<file path="config.mk">
export PLATFORM = sky130hd
export DESIGN_NAME = mipg_gate
export DESIGN_NICKNAME = d
export VERILOG_FILES = /design/src/rtl/mipg_pkg.sv /design/src/rtl/mipg_gate.sv /design/src/rtl/mipg_pick.sv
export SDC_FILE = /design/constraint.sdc
export NUM_CORES = 1
export LEC_CHECK = 0
export BUFFER_PORTS_ARGS = -buffer_cell sky130_fd_sc_hd__buf_2
export CAP_MARGIN = 25
export CORE_MARGIN = 5
export CORE_UTILIZATION = 29
export CTS_BUF_LIST = sky130_fd_sc_hd__clkbuf_4 sky130_fd_sc_hd__clkbuf_8
export DETAILED_ROUTE_END_ITERATION = 8
export SLEW_MARGIN = 20
export SYNTH_ARGS = -nofsm -noshare
export SYNTH_HDL_FRONTEND = slang
export SYNTH_SLANG_ARGS = --single-unit
</file>
<file path="constraint.sdc">
create_clock -name ref_clk -period 15 [get_ports ref_clk]
set_input_delay 3 -clock ref_clk [delete_from_list [all_inputs] [get_ports ref_clk]]
set_output_delay 3 -clock ref_clk [all_outputs]
set_load 0.1 [all_outputs]
</file>
<file path="src/rtl/mipg_pkg.sv">
// Shared constants for the maskable interrupt priority gate
package mipg_pkg;
  // ==========================================================================
  // Register byte offsets
  localparam logic [7:0] OFS_PSW       = 8'h00;  // Enable flag and threshold
  localparam logic [7:0] OFS_STAT      = 8'h04;  // Sticky event status, write one to clear
  localparam logic [7:0] OFS_MASK      = 8'h08;  // Event mask
  localparam logic [7:0] OFS_CTRL_BASE = 8'h10;  // First per-source control word
  // ==========================================================================
  // Field positions and widths
  localparam int LVL_W     = 3;   // Priority level and threshold width
  localparam int PSW_EN    = 0;   // Global enable flag bit
  localparam int PSW_THR   = 4;   // Threshold low bit
  localparam int CTRL_LVL  = 0;   // Priority field low bit
  localparam int CTRL_REQ  = 3;   // Request bit
  localparam int STAT_W    = 2;   // Status and mask width
  localparam int STAT_ACC  = 0;   // Maskable request accepted
  localparam int STAT_NMI  = 1;   // Non-maskable request taken
  // ==========================================================================
  // Reset values
  localparam logic             RST_EN   = 1'b0;
  localparam logic [LVL_W-1:0] RST_THR  = 3'h0;
  localparam logic [LVL_W-1:0] RST_LVL  = 3'h0;
  localparam logic [STAT_W-1:0] RST_MASK = 2'h0;
  localparam logic [LVL_W-1:0] THR_BLOCK = 3'h7;  // Threshold that blocks everything
endpackage : mipg_pkg
</file>
<file path="src/rtl/mipg_gate.sv">
// Maskable interrupt acceptance gate with APB registers
//
// What this block does
// (RULE1) One global enable flag gates all maskable requests and resets to 0.
// (RULE2) A source request sets its request bit whatever the flag or levels say.
// (RULE3) Hardware clears the request bit when that request is accepted.
// (RULE4) Software may clear a request bit but writing 1 never creates a request.
// (RULE5) A 3-bit priority field gives levels 0 to 7, 7 highest, 0 disabled.
// (RULE6) A pending request is accepted only if its level is above the threshold.
// (RULE7) Threshold 000 admits level 1 and up, each step one more, 111 blocks all.
// (RULE8) Flag, request bits, priority fields and threshold change independently.
// (RULE9) Request and priority sit per source; flag and threshold in the status word.
// (RULE10) Non-maskable requests ignore flag, priority fields and threshold.
// (RULE11) Software rewrites a control word only when no request can arrive then.
// (RULE12) Software pads re-enabling after a control write with two no-ops or a read.
// (RULE13) A hardware request in the cycle of a control rewrite is kept, not lost.
// (RULE14) Accepting a maskable request loads the threshold with its level.
// (RULE15) Among eligible requests the highest level wins, ties to the lowest index.
// (RULE16) Acceptance is decided at an instruction end and shown the next cycle.
//
// The implementer's own choices: the APB interface to the registers and the placing of the registers.
`timescale 1ns/100ps
module mipg_gate #(
  parameter int NUM_SRC = 8,
  parameter int ID_W    = 3
) (
  input  wire logic                    ref_clk,
  input  wire logic                    reset,
  input  wire logic [7:0]              paddr,
  input  wire logic                    psel,
  input  wire logic                    penable,
  input  wire logic                    pwrite,
  input  wire logic [31:0]             pwdata,
  output logic      [31:0]             prdata,
  output logic                         pready,
  output logic                         pslverr,
  input  wire logic [NUM_SRC-1:0]      srcReq,
  input  wire logic                    nmiReq,
  input  wire logic                    instrDone,
  input  wire logic                    pswLoadEn,
  input  wire logic [31:0]             pswLoadData,
  output logic                         intTake,
  output logic [ID_W-1:0]              intSrcId,
  output logic [mipg_pkg::LVL_W-1:0]   intLevel,
  output logic                         nmiTake,
  output logic                         irq
);
  localparam int LW = mipg_pkg::LVL_W;

  // ==========================================================================
  // State
  logic                    enable_q;
  logic [LW-1:0]           thr_q;
  logic [NUM_SRC-1:0]      req_q;
  logic [LW-1:0]           lvl_q [NUM_SRC];
  logic                    nmiPend_q;
  logic [mipg_pkg::STAT_W-1:0] stat_q;
  logic [mipg_pkg::STAT_W-1:0] stat_d;
  logic [mipg_pkg::STAT_W-1:0] mask_q;
  logic [31:0]             prdata_q;
  logic                    pready_q;
  logic                    pslverr_q;
  logic                    intTake_q;
  logic [ID_W-1:0]         intSrcId_q;
  logic [LW-1:0]           intLevel_q;
  logic                    nmiTake_q;
  logic                    irq_q;

  // Control word index from a byte address, valid flag in the top bit
  function automatic logic [ID_W:0] ctrl_index(input logic [7:0] a);
    logic [7:0] rel;
    rel = a - mipg_pkg::OFS_CTRL_BASE;
    if (a >= mipg_pkg::OFS_CTRL_BASE && rel[1:0] == 2'h0 &&
        32'(rel[7:2]) < NUM_SRC)
      return {1'b1, ID_W'(rel[7:2])};
    return '0;
  endfunction : ctrl_index

  // ==========================================================================
  // APB decode
  wire          setupPh = psel && !penable;
  wire          wrDo    = psel && penable && pready_q && pwrite;
  wire [ID_W:0] ctrlSel = ctrl_index(paddr);
  wire          ctrlHit = ctrlSel[ID_W];
  wire [ID_W-1:0] ctrlIdx = ctrlSel[ID_W-1:0];
  wire          pswHit  = paddr == mipg_pkg::OFS_PSW;
  wire          statHit = paddr == mipg_pkg::OFS_STAT;
  wire          maskHit = paddr == mipg_pkg::OFS_MASK;
  wire          anyHit  = ctrlHit || pswHit || statHit || maskHit;

  // Read data selection
  wire [31:0] pswWord  = {24'h000000, 1'b0, thr_q, 3'h0, enable_q};  // [RULE9]
  wire [31:0] ctrlWord = {28'h0000000, req_q[ctrlIdx], lvl_q[ctrlIdx]};  // [RULE9]
  wire [31:0] rdMux = pswHit  ? pswWord :
                      statHit ? {30'h00000000, stat_q} :
                      maskHit ? {30'h00000000, mask_q} :
                      ctrlHit ? ctrlWord : 32'h00000000;

  // APB answer: data sampled in setup, ready in the access cycle
  always_ff @(posedge ref_clk) begin
    if (reset) begin
      prdata_q  <= 32'h00000000;
      pready_q  <= 1'b0;
      pslverr_q <= 1'b0;
    end else begin
      pready_q  <= setupPh;
      pslverr_q <= setupPh && !anyHit;
      if (setupPh) begin
        prdata_q <= rdMux;
      end
    end
  end

  // ==========================================================================
  // Eligibility and pick
  logic [NUM_SRC-1:0]    elig;
  logic [NUM_SRC*LW-1:0] lvlFlat;
  logic                  anyValid;
  logic [ID_W-1:0]       winIdx;
  logic [LW-1:0]         winLvl;

  // Level 0 never beats any threshold, so it stays disabled
  always_comb begin
    for (int i = 0; i < NUM_SRC; i++) begin
      lvlFlat[i*LW +: LW] = lvl_q[i];
      elig[i] = req_q[i] && enable_q && (lvl_q[i] > thr_q);  // [RULE1] [RULE5] [RULE6] [RULE7]
    end
  end

  mipg_pick #(.N(NUM_SRC), .LW(LW), .IDW(ID_W)) u_pick (
    .elig     (elig),
    .lvlFlat  (lvlFlat),
    .anyValid (anyValid),
    .winIdx   (winIdx),
    .winLvl   (winLvl)
  );

  // ==========================================================================
  // Checking aid: eligible sources that beat or tie ahead of the winner
  logic [NUM_SRC-1:0] aboveWin;
  logic [NUM_SRC-1:0] tieAhead;

  always_comb begin
    for (int i = 0; i < NUM_SRC; i++) begin
      aboveWin[i] = elig[i] && (lvl_q[i] > winLvl);
      tieAhead[i] = elig[i] && (lvl_q[i] == winLvl) && (ID_W'(i) < winIdx);
    end
  end

  // Decisions at an instruction end; the non-maskable one goes first
  wire acceptNmi  = instrDone && nmiPend_q;  // [RULE10]
  wire acceptMask = instrDone && !nmiPend_q && anyValid;  // [RULE16]

  // ==========================================================================
  // Per-source request bits and priority fields
  always_ff @(posedge ref_clk) begin
    if (reset) begin
      req_q <= '0;
      for (int i = 0; i < NUM_SRC; i++) lvl_q[i] <= mipg_pkg::RST_LVL;
    end else begin
      for (int i = 0; i < NUM_SRC; i++) begin
        if (srcReq[i]) begin
          req_q[i] <= 1'b1;  // [RULE2] [RULE13]
        end else if (acceptMask && winIdx == ID_W'(i)) begin
          req_q[i] <= 1'b0;  // [RULE3]
        end else if (wrDo && ctrlHit && ctrlIdx == ID_W'(i) && !pwdata[mipg_pkg::CTRL_REQ]) begin
          req_q[i] <= 1'b0;  // [RULE4]
        end
        if (wrDo && ctrlHit && ctrlIdx == ID_W'(i)) begin
          lvl_q[i] <= pwdata[mipg_pkg::CTRL_LVL +: LW];  // [RULE8]
        end
      end
    end
  end

  // Status word: acceptance wins, then core restore, then software write
  always_ff @(posedge ref_clk) begin
    if (reset) begin
      enable_q <= mipg_pkg::RST_EN;  // [RULE1]
      thr_q    <= mipg_pkg::RST_THR;
    end else if (acceptMask) begin
      enable_q <= 1'b0;
      thr_q    <= winLvl;  // [RULE14]
    end else if (pswLoadEn) begin
      enable_q <= pswLoadData[mipg_pkg::PSW_EN];
      thr_q    <= pswLoadData[mipg_pkg::PSW_THR +: LW];
    end else if (wrDo && pswHit) begin
      enable_q <= pwdata[mipg_pkg::PSW_EN];  // [RULE8]
      thr_q    <= pwdata[mipg_pkg::PSW_THR +: LW];
    end
  end

  // Non-maskable pending flag and core-facing results
  always_ff @(posedge ref_clk) begin
    if (reset) begin
      nmiPend_q  <= 1'b0;
      intTake_q  <= 1'b0;
      intSrcId_q <= '0;
      intLevel_q <= '0;
      nmiTake_q  <= 1'b0;
    end else begin
      nmiPend_q <= nmiReq || (nmiPend_q && !acceptNmi);
      intTake_q <= acceptMask;  // [RULE16]
      nmiTake_q <= acceptNmi;
      if (acceptMask) begin
        intSrcId_q <= winIdx;
        intLevel_q <= winLvl;
      end
    end
  end

  // ==========================================================================
  // Event status, mask and interrupt line; a new event beats its clear
  wire [mipg_pkg::STAT_W-1:0] evt = {acceptNmi, acceptMask};
  wire [mipg_pkg::STAT_W-1:0] w1c = (wrDo && statHit) ? pwdata[mipg_pkg::STAT_W-1:0] : '0;
  assign stat_d = (stat_q & ~w1c) | evt;

  always_ff @(posedge ref_clk) begin
    if (reset) begin
      stat_q <= '0;
      mask_q <= mipg_pkg::RST_MASK;
      irq_q  <= 1'b0;
    end else begin
      stat_q <= stat_d;
      irq_q  <= |(stat_d & ((wrDo && maskHit) ? pwdata[mipg_pkg::STAT_W-1:0] : mask_q));
      if (wrDo && maskHit) begin
        mask_q <= pwdata[mipg_pkg::STAT_W-1:0];
      end
    end
  end

  // Outputs
  assign prdata   = prdata_q;
  assign pready   = pready_q;
  assign pslverr  = pslverr_q;
  assign intTake  = intTake_q;
  assign intSrcId = intSrcId_q;
  assign intLevel = intLevel_q;
  assign nmiTake  = nmiTake_q;
  assign irq      = irq_q;
endmodule : mipg_gate

</file>
<file path="src/rtl/mipg_pick.sv">
// Priority pick among eligible pending requests
`timescale 1ns/100ps
module mipg_pick #(
  parameter int N   = 8,
  parameter int LW  = 3,
  parameter int IDW = 3
) (
  input  wire logic [N-1:0]    elig,
  input  wire logic [N*LW-1:0] lvlFlat,
  output logic                 anyValid,
  output logic [IDW-1:0]       winIdx,
  output logic [LW-1:0]        winLvl
);
  // Scan downward so that on equal levels the lowest index wins
  always_comb begin
    anyValid = 1'b0;
    winIdx   = '0;
    winLvl   = '0;
    for (int i = N - 1; i >= 0; i--) begin
      if (elig[i] && (!anyValid || lvlFlat[i*LW +: LW] >= winLvl)) begin  // [RULE15]
        anyValid = 1'b1;
        winIdx   = IDW'(i);
        winLvl   = lvlFlat[i*LW +: LW];
      end
    end
  end
endmodule : mipg_pick

</file>
==> results.py, run 1 <==
metrics = {
    "logic_synthesis": {
        "synth_edf_count": 24,
        "avgSynthCellArea_um2": 8.71,
        "netlist_area_um2": 4570,
        "yosysWarnings": 0,
        "ys_ff_latch": 59,
        "netlist_instances": 524,
        "synth_top_flop_cell": "dfxtp_1",
        "synth_async_sr_flop_share": 0,
        "ys_seq_area_frac": 0.311,
        "synthDistinctLibCells": 74,
    },
    "setup_path": {
        "path_max_fanout": 12,
        "r2r_cells": 56,
        "worstSetupStartpointType": "flip-flop",
        "cp.arrival_ps": 12300,
        "cpPeakStageDelay_ps": 490,
        "crit_type": "reg2reg",
        "critPathCaptureType": "flip-flop",
        "slowest_stage": "a41oi_1",
        "crit_required_ps": 15200,
    },
    "power_and_ir_drop": {
        "p_clk_frac": 0.325,
        "p_seq_frac": 0.407,
        "switchingPower_uw": 162,
        "p_int_uw": 284,
        "pwr-share-comb": 0.267,
        "ir_drop_uv": 69.3,
        "power_density_nw_per_um2": 87.3,
        "p_leak_nw": 2.07,
        "switching_share": 0.364,
    },
    "hold_path": {
        "whs_path_depth": 2,
        "min_path_type": "reg2reg",
    },
    "sta": {
        "hold_violations": 0,
        "skew_ps": 4.14,
        "max_slew_margin": 0.566,
        "tns_ps": 0,
        "tightest_slew_ps": 650,
        "setup_viol": 0,
        "max_freq_ghz": 0.0827,
        "slew_viol_final": 0,
        "worst_slack_ps": 2900,
        "fin_crit_sh": 0.806,
        "rsz0062_at_grt": "no",
        "finalCriticalPeriod_ps": 12100,
    },
    "clocking": {
        "clock_tree.root_cell": "clkbuf_8",
        "cts_tree": "done",
        "hold_buffers": 0,
        "worstSkewPairLatency_ps": 340,
        "clockBufferDepth": 2,
        "post-cts-setup-buffers": 0,
        "cts_made_buffers": 9,
        "cts_resized": 0,
        "clk_pin_slew_worst_paths_ps": 70,
        "cts_max_level": 3,
        "clock-sinks": 59,
    },
    "run_status": {
        "status": "finished clean",
    },
    "global_route": {
        "grt_pass1_vias": 4080,
        "track_usage": 0.144,
        "antenna_found_initial": 0,
        "grt_pass1_wl_um": 21100,
        "grt_max_degree": 32,
        "grt-ovfl-total": 0,
    },
    "cells_and_area": {
        "fillers": 1620,
        "final_common_cell": "nor2_1",
        "antenna-diode-count": 0,
        "drive_above_1_share": 0.174,
        "final_nets": 704,
        "areaGrowthSynthToFinish_pct": 11.9,
        "final_cell_mix": "nor2_1, buf_2, ha_1",
    },
    "route": {
        "num_vias": 4123,
        "routedWlPerCell_um": 16.8,
        "routed_wl_um": 13200,
        "drt_iter0_markers": 273,
        "dr.pass1.iters": 5,
        "drc": 0,
        "postRouteAntennaNets": 0,
        "viasPerCell": 5.25,
    },
    "floorplanning": {
        "die_area_um2": 18400,
        "die_x_um": 135,
        "coreArea_um2": 15300,
        "die_h_um": 135,
        "initial_core_util": 0.298,
        "rows": 45,
        "io_pins": 131,
    },
    "placement": {
        "gp_congestion": 0.902,
        "dp_hpwl_um": 10300,
        "io_buffers": 52,
        "place_ws_ps": 3130,
    },
    "run": {
        "cap_violations": 0,
    },
}
## per-layer routing
layer	GRT usage	vias up	share of wire
met5	0	-	0
met4	0.0476	0	0.016
met3	0.0282	18	0.076
met2	0.241	192	0.47
met1	0.185	1962	0.44
li1	-	1951	-
## cell families (layout without fill, tap and decap cells)
| group | count (synthesis) | after routing | synth area share |
|---|---|---|---|
| AND/OR/NAND/NOR | 197 | 197 | 0.208 |
| XOR/XNOR | 1 | 1 | 0.00192 |
| other | 1 | 25 | 0.000821 |
| buffers and inverters | 68 | 95 | 0.0808 |
| flip-flops | 59 | 59 | 0.311 |
| multiplexers | 10 | 10 | 0.0329 |
| adder cells (fa/ha/maj) | 46 | 46 | 0.126 |
| AO/OA/AOI/OAI | 142 | 142 | 0.238 |
## critical path: cells and delay by family, from the launching register on
family                   cells  cell delay, ps
AND/OR/NAND/NOR             15            1970
AO/OA/AOI/OAI               32            7080
adder cells (fa/ha/maj)      8            2200
buffers and inverters        1             350
flip-flops                   1             320
## cell usage after synthesis (5+ instances only)
cell | count | area share
a31oi_1 | 8 | 0.011
mux2i_1 | 6 | 0.013
buf_4 | 26 | 0.043
dfxtp_1 | 35 | 0.15
inv_1 | 25 | 0.021
nor3_1 | 15 | 0.016
and3_1 | 5 | 0.0069
o21a_1 | 6 | 0.0099
o21ai_1 | 8 | 0.0088
nand3_1 | 10 | 0.011
clkbuf_1 | 11 | 0.0090
nand2b_1 | 13 | 0.018
a21oi_1 | 40 | 0.044
nor2_1 | 74 | 0.061
o21ai_0 | 13 | 0.014
ha_1 | 46 | 0.13
edfxtp_1 | 24 | 0.16
nor2b_1 | 10 | 0.014
nand2_1 | 42 | 0.035
a21o_1 | 7 | 0.012
o31ai_1 | 6 | 0.0099
a22oi_1 | 6 | 0.0099
## sequential cells by signal, indices dropped and copies added, names as in the netlist
signal     flops
mask_q         2
intLevel       3
prdata         7
nmiTake        1
lvl_q         24
stat_q         2
enable_q       1
pready         1
irq            1
pslverr        1
intTake        1
req_q          8
intSrcId       3
thr_q          3
nmiPend_q      1
## power groups by stage
stage          logic (mW)  registers, mW  clock network [mW]
6_report            0.119          0.182               0.145
5_1_grt             0.130          0.182               0.153
4_1_cts             0.119          0.181               0.146
3_5_place_dp        0.118          0.185                   0
3_3_place_gp        0.115          0.185                   0
2_1_floorplan      0.0929          0.189                   0
## path summary, 6_finish.rpt
path | start | end | slack, ps
setup / recovery | thr_q[1]$_SDFFE_PP0P_ | req_q[3]$_SDFFE_PP0P_ | 2900
hold reg to reg | intSrcId[0]$_SDFFE_PP0P_ | intSrcId[0]$_SDFFE_PP0P_ | 480
hold / removal | intSrcId[0]$_SDFFE_PP0P_ | intSrcId[0]$_SDFFE_PP0P_ | 480
setup reg to reg | thr_q[1]$_SDFFE_PP0P_ | req_q[3]$_SDFFE_PP0P_ | 2900
## area by class of cell
class	instances	area, um2	share of cell area
multi-input combinational	421	2870	0.561
sequential	59	1420	0.278
timing repair buffer	53	268	0.0524
tap	211	264	0.0517
clock buffer	9	124	0.0243
inverter	26	97.6	0.0191
clock inverter	7	67.6	0.0132
## stage by stage
| stage | util | total power, mW | hold WS (ps) | instances | cell area, um2 |
|---|---|---|---|---|---|
| after floorplan | - | 0.282 | 441 | 548 | 4660 |
| after global placement | 0.321 | 0.300 | 459 | 770 | 4920 |
| after detailed placement | 0.321 | 0.303 | 466 | 770 | 4920 |
| after CTS | 0.333 | 0.446 | 480 | 786 | 5110 |
| after global routing | 0.333 | 0.465 | 506 | 786 | 5110 |
| final | 0.333 | 0.446 | 475 | 786 | 5110 |
(Power assumes the default switching activity.)
==> run 2, diff against run 1 <==
- ABC_AREA: unset -> 1
- clock period: 15 -> 12.3 ns (I/O delays scaled with it)
==> run 2 against run 1 <==
Compared with the run above: global-route usage fell by 0.74 points; clock skew rose by 3.9 ps; routed wire length fell by 6.4%; worst hold slack got worse by 18 ps; largest power group unchanged.
==> results.py, run 2 <==
metrics = {
    "setup_path": {
        "slowest_stage": "dfxtp_1",
        "cpPeakStageDelay_ps": 410,
        "crit_required_ps": 12520,
        "critPathMostFrequentCell": "nand2_1",
        "critPathCaptureType": "flip-flop",
        "path_max_fanout": 10,
        "r2r_cells": 66,
        "crit_type": "reg2reg",
        "cp.arrival_ps": 9780,
        "worstSetupStartpointType": "flip-flop",
    },
    "clocking": {
        "clock_tree.root_cell": "clkbuf_8",
        "cts_max_level": 3,
        "clk_pin_slew_worst_paths_ps": 70,
        "clock-sinks": 59,
        "cts_tree": "done",
        "post-cts-setup-buffers": 0,
        "cts_made_buffers": 9,
        "clockBufferDepth": 2,
        "cts_resized": 0,
        "worstSkewPairLatency_ps": 350,
        "hold_buffers": 0,
    },
    "sta": {
        "finalCriticalPeriod_ps": 9560,
        "max_freq_ghz": 0.105,
        "rsz0062_at_grt": "no",
        "hold_violations": 0,
        "tightest_slew_ps": 812,
        "slew_viol_final": 0,
        "setup_viol": 0,
        "skew_ps": 8.07,
        "tns_ps": 0,
        "max_slew_margin": 0.457,
        "fin_crit_sh": 0.777,
    },
    "floorplanning": {
        "rows": 45,
        "coreArea_um2": 15300,
        "initial_core_util": 0.298,
        "die_area_um2": 18400,
        "die_h_um": 136,
        "die_x_um": 136,
        "io_pins": 131,
    },
    "logic_synthesis": {
        "synth_top_cell_by_area": "edfxtp_1",
        "synth_async_sr_flop_share": 0,
        "ys_seq_area_frac": 0.311,
        "avgSynthCellArea_um2": 7.07,
        "yosysMostFrequentCell": "nand2_1",
        "synth_edf_count": 24,
        "synth.area.top_cells": "edfxtp_1, dfxtp_1, ha_1, nand2_1, inv_1",
        "synthDistinctLibCells": 46,
        "netlist_instances": 646,
        "netlist_area_um2": 4570,
        "yosysWarnings": 0,
        "ys_ff_latch": 59,
        "synth_top_area_share": 0.158,
        "synth_top_flop_cell": "dfxtp_1",
        "synth_common_cells": "nand2_1, inv_1, nor2_1, nand3_1, ha_1",
    },
    "placement": {
        "dp_hpwl_um": 10000,
        "gp_congestion": 0.852,
        "io_buffers": 52,
    },
    "global_route": {
        "met2_usage": 0.236,
        "grt-ovfl-total": 0,
        "grt_pass1_vias": 4022,
        "use_met1": 0.174,
        "use_met3": 0.0208,
        "antenna_found_initial": 0,
        "grt_max_degree": 32,
        "grt_pass1_wl_um": 19900,
        "track_usage": 0.136,
        "top_usage_layer": "met2",
    },
    "cells_and_area": {
        "regMostFlops": "lvl_q",
        "fillers": 1683,
        "final_nets": 837,
        "final_common_cell": "nand2_1",
        "final_cell_mix": "nand2_1, inv_1, nor2_1",
        "largest_reg_flops": 24,
        "drive_above_1_share": 0.150,
        "areaGrowthSynthToFinish_pct": 13.1,
        "antenna-diode-count": 0,
        "utilization": 0.337,
    },
    "hold_path": {
        "min_path_type": "reg2reg",
        "whs_path_depth": 2,
    },
    "route": {
        "postRouteAntennaNets": 0,
        "num_vias": 4181,
        "routed_wl_um": 12400,
        "drt_iter0_markers": 212,
        "routedWlPerCell_um": 13.4,
        "viasPerCell": 4.55,
        "dr.pass1.iters": 4,
        "drc": 0,
    },
    "power_and_ir_drop": {
        "p_total_uw": 533,
        "p_leak_nw": 2.52,
        "power_density_nw_per_um2": 103,
        "ir_drop_uv": 73.3,
    },
    "run": {
        "cap_violations": 0,
    },
    "run_status": {
        "status": "finished clean",
    },
}
-- run 2: layout make-up --
class,instances,area [um2],area share
Inverter,99,372,0.0719
Clock inverter,5,51.3,0.00993
Timing Repair Buffer,53,268,0.0518
Multi-Input combinational cell,481,2640,0.512
Sequential cell,59,1420,0.275
Tap cell,211,264,0.0511
Clock buffer,11,145,0.0281
-- run 2: per-layer routing --
metal / vias up / share of wire / wire length [um]
met5: - / 0 / 0
met4: 0 / 0.011 / 141
li1: 2176 / - / -
met2: 106 / 0.47 / 5850
met3: 11 / 0.056 / 690
met1: 1888 / 0.46 / 5670
-- run 2: per-stage QoR --
| stage | cells | worst slack, ps | cell area [um2] | hold slack (ps) |
|---|---|---|---|---|
| 2_1_floorplan | 670 | 4030 | 4660 | 449 |
| 3_3_place_gp | 903 | 2740 | 4970 | 440 |
| 3_5_place_dp | 903 | 2740 | 4970 | 451 |
| 4_1_cts | 919 | 2670 | 5160 | 467 |
| 5_1_grt | 919 | 1590 | 5160 | 486 |
| 6_report | 919 | 2740 | 5160 | 458 |
-- run 2: final timing paths --
| kind | from | endpoint | slack (ps) |
|---|---|---|---|
| setup / recovery | thr_q[1]$_SDFFE_PP0P_ | req_q[5]$_SDFFE_PP0P_ | 2740 |
| hold / removal | intSrcId[1]$_SDFFE_PP0P_ | intSrcId[1]$_SDFFE_PP0P_ | 460 |
| setup reg to reg | thr_q[1]$_SDFFE_PP0P_ | req_q[5]$_SDFFE_PP0P_ | 2740 |
| hold reg to reg | intSrcId[1]$_SDFFE_PP0P_ | intSrcId[1]$_SDFFE_PP0P_ | 460 |
-- run 2: critical path, delay by kind of cell (launching register included) --
kind / cells / cell delay, ps
compound gates: 14 / 1970
simple gates: 41 / 4370
buf+inv: 3 / 410
fa+ha+maj: 8 / 2270
flops: 1 / 410
-- run 2: kinds of logic (layout without fill, tap and decap cells) --
kind of cell,after synthesis,in the layout,share of synthesized area
flops,59,59,0.311
xor+xnor,1,1,0.00192
other cells,1,25,0.000821
fa+ha+maj,46,46,0.126
compound gates,103,103,0.129
simple gates,306,306,0.302
buf+inv,130,168,0.130
-- run 2: where the power goes --
part / switching [mW] / internal (mW) / total [mW]
clock network: 0.0774 / 0.100 / 0.178
registers: 0.00726 / 0.212 / 0.219
logic: 0.102 / 0.0353 / 0.137
total: 0.186 / 0.347 / 0.533
